[src/uts_regs.svh]
`ifndef UTS_REGS_SVH
`define UTS_REGS_SVH
// register byte offsets
`define UTS_CTRL_OFS 8'h00
`define UTS_STAT_OFS 8'h04
`define UTS_RXB_OFS 8'h08
`define UTS_TXB_OFS 8'h0C
`define UTS_IST_OFS 8'h10
`define UTS_IMSK_OFS 8'h14
// control field positions
`define UTS_C_TXEN 0
`define UTS_C_RXEN 1
`define UTS_C_TSTB 2
`define UTS_C_EVEN 3
`define UTS_C_PAR 4
`define UTS_C_BAUD_LO 5
`define UTS_C_BAUD_HI 7
`define UTS_C_RSTB 8
`define UTS_CTRL_RST 9'h000
// interrupt status bit positions
`define UTS_I_TX 0
`define UTS_I_RX 1
// baud generation and bit timing
`define UTS_BASE_DIV 10'h00D
`define UTS_ALT_DIV 10'h060
`define UTS_BAUD_EXT 3'h6
`define UTS_BAUD_ALT 3'h7
`define UTS_RT_LAST 4'hF
`define UTS_SMP7 4'h7
`define UTS_SMP8 4'h8
`define UTS_SMP9 4'h9
`define UTS_PAR_IDX 4'h9
`endif

[src/uts_pkg.sv]
package uts_pkg;
    typedef enum logic {TX_IDLE, TX_SHIFT} uts_tx_state_t;
    typedef enum logic {RX_HUNT, RX_BITS} uts_rx_state_t;
endpackage : uts_pkg

[src/uts_top.sv]
// The register offsets and the APB interface to the registers were chosen for this implementation.
`timescale 1ns/1ns
`include "uts_regs.svh"
// What this block does
// RULE1: a buffer write after a status read is moved to the shifter and sent.
// RULE2: frame is start bit, eight data bits, optional parity, one or two stops.
// RULE3: when sending starts the buffer-empty flag sets and a transmit event fires.
// RULE4: transmit pin stays high while disabled and idle, or until the first byte is written.
// RULE5: a buffer write without a prior status read is ignored; no send starts.
// RULE6: after the stop bits, only data goes to the receive buffer; full flag, event.
// RULE7: a frame arriving while the buffer is full sets overrun and is discarded.
// RULE8: clearing receive enable takes effect once the current frame is over.
// RULE9: parity mismatch on a received frame sets the parity fault flag.
// RULE10: a zero sampled in any stop bit sets the framing flag.
// RULE11: receive flags clear on a receive buffer read after a status read; overrun only if that status read saw it set.
// RULE12: no reception is started while the overrun flag is set.
// RULE13: overrun set after the status read survives the following buffer read.
// RULE14: loading the receive buffer sets the receive-full flag.
// RULE15: buffer-empty flag clears on a buffer write after a status read.
// RULE16: transmit-done sets at frame end with empty buffer, clears at next start.
// RULE17: receiver hunts a low level, votes samples at ticks seven, eight and nine.
// RULE18: software disables both directions before changing the baud selection.
// RULE19: data go least significant bit first; one parity sense for both directions.
module uts_top (
    input wire logic pclk,
    input wire logic presetn,
    input wire logic psel,
    input wire logic penable,
    input wire logic pwrite,
    input wire logic [7:0] paddr,
    input wire logic [31:0] pwdata,
    output logic [31:0] prdata,
    output logic pready,
    output logic pslverr,
    input wire logic rxd,
    input wire logic ext_tick,
    output logic txd,
    output logic irq
);
    import uts_pkg::*;

    ////////////////////////////////////////////////////////////////////////
    // registers and state
    logic [8:0] ctrl;
    logic [1:0] ist;
    logic [1:0] imask;
    logic armed;
    logic oerr_seen;
    logic tx_full;
    logic tx_done_flag;
    logic [7:0] tx_data_buffer;
    logic [7:0] rx_data_buffer;
    logic rx_full;
    logic overrun;
    logic parity_fault_flag;
    logic framing_flag;
    uts_tx_state_t tx_st;
    uts_rx_state_t rx_st;
    logic [11:0] tx_sh;
    logic [3:0] tx_idx;
    logic [3:0] tx_rt;
    logic [3:0] rx_idx;
    logic [3:0] rx_rt;
    logic [1:0] rx_smp;
    logic [7:0] rx_sh;
    logic rx_par;
    logic rx_stop_bad;
    logic [9:0] div_cnt;
    logic rxd_s;
    logic ext_s;
    logic ext_d;

    ////////////////////////////////////////////////////////////////////////
    // pin synchronisers
    uts_sync #(.RST_VAL(1'b1)) u_rxd_sync (
        .clk(pclk),
        .rst_n(presetn),
        .din(rxd),
        .dout(rxd_s)
    );

    uts_sync #(.RST_VAL(1'b0)) u_ext_sync (
        .clk(pclk),
        .rst_n(presetn),
        .din(ext_tick),
        .dout(ext_s)
    );

    ////////////////////////////////////////////////////////////////////////
    // control fields
    wire tx_enable = ctrl[`UTS_C_TXEN];
    wire rx_enable = ctrl[`UTS_C_RXEN];
    wire tx_stop_len = ctrl[`UTS_C_TSTB];
    wire even_sel = ctrl[`UTS_C_EVEN];
    wire parity_on = ctrl[`UTS_C_PAR];
    wire rx_stop_len = ctrl[`UTS_C_RSTB];
    wire [2:0] baud_select = ctrl[`UTS_C_BAUD_HI:`UTS_C_BAUD_LO];

    // apb decode; no wait states, so pready is constant high
    wire setup_rd = psel & ~penable & ~pwrite;
    wire acc = psel & penable;
    wire hit_ctrl = paddr == `UTS_CTRL_OFS;
    wire hit_stat = paddr == `UTS_STAT_OFS;
    wire hit_rxb = paddr == `UTS_RXB_OFS;
    wire hit_txb = paddr == `UTS_TXB_OFS;
    wire hit_ist = paddr == `UTS_IST_OFS;
    wire hit_imsk = paddr == `UTS_IMSK_OFS;
    wire mapped = hit_ctrl | hit_stat | hit_rxb | hit_txb | hit_ist | hit_imsk;
    wire wr = acc & pwrite & mapped;
    wire rd = acc & ~pwrite & mapped;
    wire rd_stat = rd & hit_stat;
    wire rd_rxb = rd & hit_rxb;
    wire wr_txb = wr & hit_txb;
    wire clr_rx = rd_rxb & armed; // see RULE11
    wire tx_load = wr_txb & armed; // see RULE5
    assign pready = 1'b1;
    assign pslverr = acc & ~mapped;

    // read mux, sampled in the setup cycle so prdata comes from a flop
    wire [7:0] stat_val = {parity_fault_flag, framing_flag, overrun, rx_full,
                           tx_done_flag, ~tx_full, 2'b00};
    wire [31:0] rd_mux = hit_ctrl ? {23'h000000, ctrl} :
                         hit_stat ? {24'h000000, stat_val} :
                         hit_rxb ? {24'h000000, rx_data_buffer} :
                         hit_ist ? {30'h00000000, ist} :
                         hit_imsk ? {30'h00000000, imask} : 32'h00000000;

    ////////////////////////////////////////////////////////////////////////
    // baud tick: sixteen ticks per bit; a baud change mid-frame corrupts
    // that frame, which is why both directions must be idle first (see RULE18)
    wire [9:0] div_len = (baud_select == `UTS_BAUD_ALT) ? `UTS_ALT_DIV :
                         (`UTS_BASE_DIV << baud_select);
    wire use_ext = baud_select == `UTS_BAUD_EXT;
    wire div_wrap = div_cnt == (div_len - 10'h001);
    wire rt_tick = use_ext ? (ext_s & ~ext_d) : div_wrap;

    always_ff @(posedge pclk or negedge presetn) begin
        if (!presetn) begin
            div_cnt <= 10'h000;
            ext_d <= 1'b0;
        end else begin
            div_cnt <= (div_wrap | use_ext) ? 10'h000 : div_cnt + 10'h001;
            ext_d <= ext_s;
        end
    end

    ////////////////////////////////////////////////////////////////////////
    // transmitter decode
    wire tx_par = ^tx_data_buffer ^ ~even_sel; // see RULE19
    wire [3:0] tx_last = `UTS_PAR_IDX + {3'h0, parity_on} + {3'h0, tx_stop_len};
    wire tx_start = (tx_st == TX_IDLE) & tx_enable & tx_full; // see RULE1
    wire tx_bit_end = (tx_st == TX_SHIFT) & rt_tick & (tx_rt == `UTS_RT_LAST);
    wire tx_end = tx_bit_end & (tx_idx == tx_last);

    // transmit shifter; frame end always completes even if disabled meanwhile
    always_ff @(posedge pclk or negedge presetn) begin
        if (!presetn) begin
            tx_st <= TX_IDLE;
            tx_sh <= 12'hFFF;
            tx_idx <= 4'h0;
            tx_rt <= 4'h0;
        end else if (tx_start) begin
            tx_st <= TX_SHIFT;
            tx_sh <= {2'b11, parity_on ? tx_par : 1'b1, tx_data_buffer, 1'b0}; // see RULE2
            tx_idx <= 4'h0;
            tx_rt <= 4'h0;
        end else if (tx_st == TX_SHIFT && rt_tick) begin
            tx_rt <= tx_rt + 4'h1;
            if (tx_bit_end) begin
                tx_sh <= {1'b1, tx_sh[11:1]}; // see RULE19
                tx_idx <= tx_idx + 4'h1;
                if (tx_end) begin
                    tx_st <= TX_IDLE;
                end
            end
        end
    end

    // pin is a flop; idle level high until a loaded byte starts
    always_ff @(posedge pclk or negedge presetn) begin
        if (!presetn) begin
            txd <= 1'b1;
        end else begin
            txd <= (tx_st == TX_SHIFT) ? tx_sh[0] : 1'b1; // see RULE4
        end
    end

    // transmit buffer and flags; a write in the start cycle wins
    always_ff @(posedge pclk or negedge presetn) begin
        if (!presetn) begin
            tx_full <= 1'b0;
            tx_done_flag <= 1'b1;
            tx_data_buffer <= 8'h00;
        end else begin
            tx_full <= tx_load | (tx_full & ~tx_start); // see RULE3 see RULE15
            if (tx_load) begin
                tx_data_buffer <= pwdata[7:0];
            end
            if (tx_start) begin
                tx_done_flag <= 1'b0; // see RULE16
            end else if (tx_end & ~tx_full) begin
                tx_done_flag <= 1'b1; // see RULE16
            end
        end
    end

    ////////////////////////////////////////////////////////////////////////
    // receiver decode; majority of ticks seven, eight and nine
    wire rx_vote = (rx_smp[0] & rx_smp[1]) | (rx_smp[0] & rxd_s) | (rx_smp[1] & rxd_s);
    wire [3:0] rx_last = `UTS_PAR_IDX + {3'h0, parity_on} + {3'h0, rx_stop_len};
    wire rx_mid = (rx_st == RX_BITS) & rt_tick & (rx_rt == `UTS_SMP9);
    wire rx_false = rx_mid & (rx_idx == 4'h0) & rx_vote;
    wire rx_done = rx_mid & (rx_idx == rx_last);
    wire rx_is_stop = rx_idx >= (`UTS_PAR_IDX + {3'h0, parity_on});
    wire rx_go = (rx_st == RX_HUNT) & rt_tick & ~rxd_s & rx_enable & ~overrun;
    wire rx_stop_bad_fin = rx_stop_bad | ~rx_vote; // see RULE10
    wire rx_par_bad = parity_on & (rx_par != (^rx_sh ^ ~even_sel)); // see RULE9
    wire rx_load = rx_done & ~rx_full;

    // receive shifter; enable is checked only at a frame start
    always_ff @(posedge pclk or negedge presetn) begin
        if (!presetn) begin
            rx_st <= RX_HUNT;
            rx_idx <= 4'h0;
            rx_rt <= 4'h0;
            rx_smp <= 2'b11;
            rx_sh <= 8'h00;
            rx_par <= 1'b0;
            rx_stop_bad <= 1'b0;
        end else if (rx_go) begin
            rx_st <= RX_BITS; // see RULE8 see RULE12 see RULE17
            rx_idx <= 4'h0;
            rx_rt <= 4'h1;
            rx_stop_bad <= 1'b0;
        end else if (rx_st == RX_BITS && rt_tick) begin
            rx_rt <= rx_rt + 4'h1;
            if (rx_rt == `UTS_SMP7) begin
                rx_smp[0] <= rxd_s; // see RULE17
            end
            if (rx_rt == `UTS_SMP8) begin
                rx_smp[1] <= rxd_s;
            end
            if (rx_rt == `UTS_RT_LAST) begin
                rx_idx <= rx_idx + 4'h1;
            end
            if (rx_mid) begin
                if (rx_false | rx_done) begin
                    rx_st <= RX_HUNT;
                end
                if (rx_idx >= 4'h1 && rx_idx <= 4'h8) begin
                    rx_sh <= {rx_vote, rx_sh[7:1]}; // see RULE19
                end
                if (rx_idx == `UTS_PAR_IDX && parity_on) begin
                    rx_par <= rx_vote;
                end
                if (rx_is_stop && !rx_vote) begin
                    rx_stop_bad <= 1'b1;
                end
            end
        end
    end

    // receive buffer and flags; a new event wins over a clear
    always_ff @(posedge pclk or negedge presetn) begin
        if (!presetn) begin
            rx_data_buffer <= 8'h00;
            rx_full <= 1'b0;
            overrun <= 1'b0;
            parity_fault_flag <= 1'b0;
            framing_flag <= 1'b0;
        end else begin
            if (rx_load) begin
                rx_data_buffer <= rx_sh; // see RULE6 see RULE7
            end
            rx_full <= rx_load | (rx_full & ~clr_rx); // see RULE14 see RULE11
            overrun <= (rx_done & rx_full) | (overrun & ~(clr_rx & oerr_seen)); // see RULE13
            parity_fault_flag <= (rx_load & rx_par_bad) | (parity_fault_flag & ~clr_rx);
            framing_flag <= (rx_load & rx_stop_bad_fin) | (framing_flag & ~clr_rx);
        end
    end

    ////////////////////////////////////////////////////////////////////////
    // software registers, access arming and read data
    always_ff @(posedge pclk or negedge presetn) begin
        if (!presetn) begin
            ctrl <= `UTS_CTRL_RST;
            imask <= 2'b00;
            armed <= 1'b0;
            oerr_seen <= 1'b0;
            prdata <= 32'h00000000;
        end else begin
            if (wr & hit_ctrl) begin
                ctrl <= pwdata[8:0];
            end
            if (wr & hit_imsk) begin
                imask <= pwdata[1:0];
            end
            // only an overrun seen by the status read may be cleared
            if (rd_stat) begin
                armed <= 1'b1;
                oerr_seen <= overrun;
            end else if (rd_rxb | wr_txb) begin
                armed <= 1'b0;
            end
            if (setup_rd) begin
                prdata <= rd_mux;
            end
        end
    end

    // sticky events, write one to clear, set wins
    wire [1:0] ev = {rx_load, tx_start};
    wire [1:0] ist_clr = (wr & hit_ist) ? pwdata[1:0] : 2'b00;
    always_ff @(posedge pclk or negedge presetn) begin
        if (!presetn) begin
            ist <= 2'b00;
        end else begin
            ist <= ev | (ist & ~ist_clr); // see RULE3 see RULE6
        end
    end

    assign irq = |(ist & imask);

    ////////////////////////////////////////////////////////////////////////
    // helper: a buffer write landing in the start cycle refills the buffer
    logic tx_load_d;
    always_ff @(posedge pclk or negedge presetn) begin
        if (!presetn) begin
            tx_load_d <= 1'b0;
        end else begin
            tx_load_d <= tx_load;
        end
    end
endmodule : uts_top

[src/uts_sync.sv]
`timescale 1ns/1ns
// two-stage synchroniser for a level from outside the pclk domain
module uts_sync #(
    parameter logic RST_VAL = 1'b1
) (
    input wire logic clk,
    input wire logic rst_n,
    input wire logic din,
    output logic dout
);
    logic meta;

    // meta is read by dout only
    always_ff @(posedge clk or negedge rst_n) begin
        if (!rst_n) begin
            meta <= RST_VAL;
            dout <= RST_VAL;
        end else begin
            meta <= din;
            dout <= meta;
        end
    end
endmodule : uts_sync

[config.mk]
export PLATFORM = sky130hd
export DESIGN_NAME = uts_top
export DESIGN_NICKNAME = d
export VERILOG_FILES = /design/src/uts_pkg.sv /design/src/uts_top.sv /design/src/uts_sync.sv
export VERILOG_INCLUDE_DIRS = /design/src
export SDC_FILE = /design/constraint.sdc
export NUM_CORES = 1
export LEC_CHECK = 0
export ABC_AREA = 0
export BUFFER_PORTS_ARGS = -buffer_cell sky130_fd_sc_hd__buf_2
export CAP_MARGIN = 20
export CORE_ASPECT_RATIO = 1.75
export CORE_MARGIN = 1
export CORE_UTILIZATION = 55
export DETAILED_ROUTE_END_ITERATION = 16
export PLACE_DENSITY = 0.77
export SETUP_SLACK_MARGIN = 0.2
export SLEW_MARGIN = 20
export SYNTH_ARGS = -nofsm -noshare
export SYNTH_HDL_FRONTEND = slang
export SYNTH_SLANG_ARGS = --single-unit
[constraint.sdc]
create_clock -name pclk -period 6.9 [get_ports pclk]
set_input_delay 0.345 -clock pclk [delete_from_list [all_inputs] [get_ports pclk]]
set_output_delay 0.345 -clock pclk [all_outputs]
set_load 0.02 [all_outputs]
* Yosys cells after proc, flatten, opt, wreduce, memory -nomap -nowiden
Index checks and enable logic that the tools add are counted.
** Cells by class
- Add/subtract/negate cells :: 9
- $lt $le $gt $ge :: 3
- Equal/unequal tests :: 17
- Shift-type cells :: 1
- Muxes and demuxes :: 40
- Bitwise gates (word level) :: 84
- Reduce and logical (&&, ||, !) cells :: 30
** Operators by type and width (number)
- $and 1x1->1 :: 46
- $mux 4 :: 10
- $mux 12 :: 3
- $eq 4x4->1 const B :: 5
- $mux 10 :: 2
- $reduce_bool 2->1 :: 10
- $mux 1 :: 19
- $add 4x1->4 const B :: 4
- $eq 8x4->1 const B :: 2
- $eq 8x5->1 const B :: 2
- $mux 8 :: 2
- $not 1->1 :: 16
- $or 1x1->1 :: 16
- $reduce_xor 8->1 :: 2
- $reduce_and 3->1 :: 5
- $add 10x1->10 const B :: 1
- $eq 10x10->1 :: 1
- $shl 4x3->10 const A :: 1
- $sub 10x1->10 const B :: 1
- $mux 9 :: 1
- $add 4x1->4 :: 2
- $eq 4x4->1 :: 2
- $eq 8x3->1 const B :: 1
- $logic_not 8->1 :: 1
- 18 further kinds :: 29
** Word-level totals
- Register bits after elaboration :: 127
- Input port bits :: 47
- Output and inout bits :: 36
- Word-level logic and storage cells :: 217

* Depth between registers and ports, before layout
- Word-level depth :: 14
- Depth in mapped cells :: 13
- Mapped depth without buffers :: 11

* Cells and area by module
From an unflattened synthesis, not the netlist that was laid out.
** Unflattened totals
- Cells, all modules :: 522
- Area total of the unflattened synthesis :: 5447.7 sq um
** Modules (own cells, without submodules)
- uts_top :: times used 1, cells each 518, area an instance 5345.1 sq um, sequential area each 2469.9 sq um
- uts_sync (u_rxd_sync) :: times used 1, cells each 2, area an instance 52.6 sq um, sequential area each 52.6 sq um
- uts_sync (u_ext_sync) :: times used 1, cells each 2, area an instance 50.0 sq um, sequential area each 50.0 sq um

* Worst setup path before layout
No wires, ideal clock.
- Path kind :: register -> register
- From :: reg ctrl[6]
- To :: reg rx_data_buffer[2]
- Setup time :: 128 ps
- Arrival time :: 2827 ps
- Data required time :: 6772 ps
- Path slack :: 3946 ps
- Stages on the path, launching flop included :: 13
- Path buffers :: 1
- Period minus slack after synthesis :: 2954 ps
- Cell sequence :: dfrtp_1 inv_1 ha_1 nand2b_1 ha_1 xor2_1 xnor2_1 nor4_4 nand3_2 o21ai_2 and4b_1 buf_4 mux2_1
** On the way
- Cells in the longest elaborated chain, start to end :: 9
** RTL lines
- start: declaration :: line uts_top.sv:44 : logic [8:0] ctrl;
- start signal: assignment :: line uts_top.sv:286 : ctrl <= `UTS_CTRL_RST;
- start signal: assignment :: line uts_top.sv:293 : ctrl <= pwdata[8:0];
- $shl 4x3->10 (no line) / $eq 3x3->1 (equally long branches)
- $mux 10 :: line uts_top.sv:131 : wire [9:0] div_len = (baud_select == `UTS_BAUD_ALT) ? `UTS_ALT_DIV :
- $sub 10x1->10 :: line uts_top.sv:134 : wire div_wrap = div_cnt == (div_len - 10'h001);
- $eq 10x10->1 :: line uts_top.sv:134
- $mux 1 * :: line uts_top.sv:135 : wire rt_tick = use_ext ? (ext_s & ~ext_d) : div_wrap;
- $and 1x1->1 * (2 in series) :: line uts_top.sv:211 : wire rx_mid = (rx_st == RX_BITS) & rt_tick & (rx_rt == `UTS_SMP9);
- $and 1x1->1 * :: line uts_top.sv:213 : wire rx_done = rx_mid & (rx_idx == rx_last);
- $and 1x1->1 * :: line uts_top.sv:218 : wire rx_load = rx_done & ~rx_full;
- end signal: assignment :: line uts_top.sv:273 : rx_data_buffer <= rx_sh;
- end: declaration :: line uts_top.sv:52 : logic [7:0] rx_data_buffer;
Every way passes the cells marked *; elsewhere a longest branch is shown, timed or not.
A chain may end at the register's enable or synchronous reset.

* Worst setup path in the final report
- From :: reg ctrl[6]
- To :: reg rx_par
** On the way
- Cells in the longest elaborated chain, start to end :: 11
** RTL lines
- $shl 4x3->10 (no line) / $eq 3x3->1 (equally long branches)
- $mux 10 :: line uts_top.sv:131
- $sub 10x1->10 :: line uts_top.sv:134
- $eq 10x10->1 :: line uts_top.sv:134
- $mux 1 * :: line uts_top.sv:135
- $and 1x1->1 (4 in series) :: line uts_top.sv:215 : wire rx_go = (rx_st == RX_HUNT) & rt_tick & ~rxd_s & rx_enable & ~overrun;
- $not 1->1 (no line)
- $reduce_and 4->1 (no line) *
- end signal: assignment :: line uts_top.sv:254 : rx_par <= rx_vote;
- end: declaration :: line uts_top.sv:66 : logic rx_par;
Marked as above.

==> impl_metrics.csv <==
group,metric,value,unit
worst_setup_path,crit_path_end_kind,"flip-flop",
logic_synthesis,yosys.area.top_type,"dfrtp_1",
layout,final_core_util,62.26,%
clocking,clkTransAtPathRegs,70,ps
worst_setup_path,rrSetupSlack,3260,ps
layout,multi_input_area,2676,um2
global_route,antenna_found_initial,0,
routing,ant_nets,0,
timing,slew_viol_final,0,
floorplan,fp.dieArea,10410,um2
logic_synthesis,synth_flop_cell,"dfrtp_1",
global_route,grt_pass1_wl,18450,um
logic_synthesis,synth_seq_cells,102,
clocking,cts_max_level,3,
logic_synthesis,synth_area_leaders,"dfrtp_1 (39%), dfstp_2 (7.7%), mux2_2 (6.8%)",
worst_setup_path,crit_fanout,26,
layout,fin_nets,612,
global_route,grt_pass1_vias,3862,
routing,num_vias,3829,
logic_synthesis,syn-instance-count,521,
timing,timing.final.crit_period,3640,ps
routing,drt_iter0_drc,187,
job,maxCapViolCount,0,
layout,seq_area,2572,um2
worst_setup_path,critPathKind,"flip-flop to flip-flop",
routing,wl,10820,um
pwr,cellPowerDensity,236.4,nW/um2
global_route,track_usage,22.68,%
worst_setup_path,crit_start,"ctrl[6]",
timing,rsz0062_at_grt,"false",
routing,wl_per_cell,16.05,um
outcome,status,"completed",
hold_path,worstHoldStart,"rxd",
floorplan,die_h,134.2,um
hold_path,hp-class,"input port to flip-flop",
placement,dp_hpwl,7871,um
floorplan,initial_core_util,57.30,%
logic_synthesis,netlist_area,5493,um2
worst_setup_path,crit_required,7140,ps
global_route,grt_overflow_total,0,
timing,skew,8.712,ps
global_route,grt_max_degree,65,
logic_synthesis,ys_seq_area_share,46.83,%
layout,syn2layout_area_growth,8.656,%
logic_synthesis,synth_edf_count,0,
worst_setup_path,r2r-end,"rx_par",
placement,dp_cells,657,
floorplan,die_x,77.55,um
worst_setup_path,r2r_cells,11,
timing,worst_pin_slew,855.5,ps
hold_path,whs_endpoint,"u_rxd_sync.meta",
layout,fin_cells,674,
hold_path,min_path_cells,1,
floorplan,pin_count,83,
routing,viasPerCell,5.681,
layout,fill_cells,754,
logic_synthesis,ys_async_sr_fraction,100.0,%
layout,antenna_cells,0,
layout,layout_commonest_cell,"dfrtp_1",
worst_setup_path,arrival,3880,ps
clocking,clk_latency,350,ps
placement,place.gp.congestion,0.8647,
timing,period_share,52.75,%
timing,finalSetupTns,0,ps
worst_setup_path,rr_startpoint,"ctrl[6]",
routing,route.detailed.drc,0,
placement,dpl_worst_slack,3305,ps
pwr,leakagePower,2.789,nW
logic_synthesis,ys_warn_count,0,
layout,final_cell_mix,"dfrtp_1 (86), nand2_1 (41), nor2_1 (37)",
logic_synthesis,yosysTopAreaCellShare,39.18,%
timing,setup_ws,3260,ps
logic_synthesis,synth_cell_types,61,
logic_synthesis,synth_area_per_cell,10.54,um2
timing,max_freq,274.7,MHz
pwr,max-vdd-ir-drop,0.1733,mV
clocking,cts_tree,"yes",
clocking,cts.path.max_buffers,2,
floorplan,fp-row-count,47,
timing,slew-limit-headroom,42.97,%
routing,first_pass_iters,5,
timing,timing.hold.ws,86.18,ps
timing,finalSetupViolations,0,
clocking,root_buffer,"clkbuf_16",
clocking,cts_buffers,9,
floorplan,placeableCoreArea,9585,um2
worst_setup_path,critPathLaunchType,"flip-flop",
clocking,clkSinkCount,102,
layout,layout-drive-gt1-share,20.29,%
timing,hold_viol,0,
placement,port_buffers,35,
report_power, final:
part | total (W) | switching, W | leakage [nW] | internal, W
Sequential | 0.000696 | 0.0000493 | 1.33 | 0.000647
Clock | 0.000522 | 0.000228 | 0.149 | 0.000294
Combinational | 0.000193 | 0.000117 | 1.31 | 0.0000762
cell type report:
type	instances	area share, %
Multi-Input combinational cell	382	44.84
Sequential cell	102	43.10
Clock buffer	10	4.004
Timing Repair Buffer	39	3.522
Tap cell	122	2.558
Clock inverter	6	1.153
Inverter	13	0.8176
cell families (layout without fill, tap and decap cells):
logic type                 count (synthesis)  after routing  synth area share, %
and+or+nand+nor                          158            158                15.24
xor gates and xnor gates                  41             41                6.538
adders and majority gates                 19             19                4.283
other                                      2             24               0.1367
muxes                                     51             51                10.23
DFF                                      102            102                46.83
buffers and inverters                     59             68                5.945
AOI/OAI and AO/OA                         89             89                10.80
sequential cells by signal (all words and copies together), names as in the netlist, 2 cells and up:
name,count
tx_sh,10
rx_idx,4
tx_data_buffer,8
tx_idx,4
tx_rt,4
rx_smp,2
prdata,9
imask,2
rx_data_buffer,8
div_cnt,10
rx_sh,8
ist,2
ctrl,9
rx_rt,4
Yosys cell counts, drive strengths merged (16+ instances only):
cell	number
dfstp	16
clkbuf	18
dfrtp	86
nor2	37
buf	28
ha	18
mux2	41
nand2	41
o21ai	19
nand3	21
xnor2	29
a21oi	22
routing by layer:
layer | wire (um) | track usage (%) | share of wire, %
met2 | 5751 | 41.00 | 53
met3 | 331 | 4.014 | 3.1
met4 | 285 | 9.015 | 2.6
met1 | 4448 | 26.13 | 41
met5 | 0 | 0 | 0
worst max-delay path, cell delays in order, from the launching register on:
cell and delay [ps]:
dfrtp_1 580, inv_1 150, ha_1 270, nand2b_1 130, ha_1 240, xor2_1 190, xnor2_1 130, nor4_4 350
nand3_2 130, o21a_1 490, nor4_1 500, mux2_1 360
through the flow:
step | instance area, um2 | power (W)
6_report | 5968 | 0.001411
5_1_grt | 5968 | 0.001477
3_3_place_gp | 5650 | 0.0008871
3_5_place_dp | 5650 | 0.0008978
4_1_cts | 5968 | 0.001418
2_1_floorplan | 5575 | 0.0008506
repair_timing:
| action | 4_1_cts | 5_1_grt |
|---|---|---|
| hold endpoints to repair | 38 | 0 |
| setup buffers | 0 | 0 |
| hold buffers | 1 | 0 |
| gates resized for setup | 0 | 0 |
how the worst max path moves through the flow:
stage	to	slack [ps]	cells after the start
after floorplan	rx_data_buffer[2]	3950	12
after global placement	rx_par	3370	11
after detailed placement	rx_par	3300	11
after CTS	rx_par	3260	11
after global routing	rx_par	3030	11
final	rx_par	3260	11
Note: power is estimated with default switching activity, not from simulation.
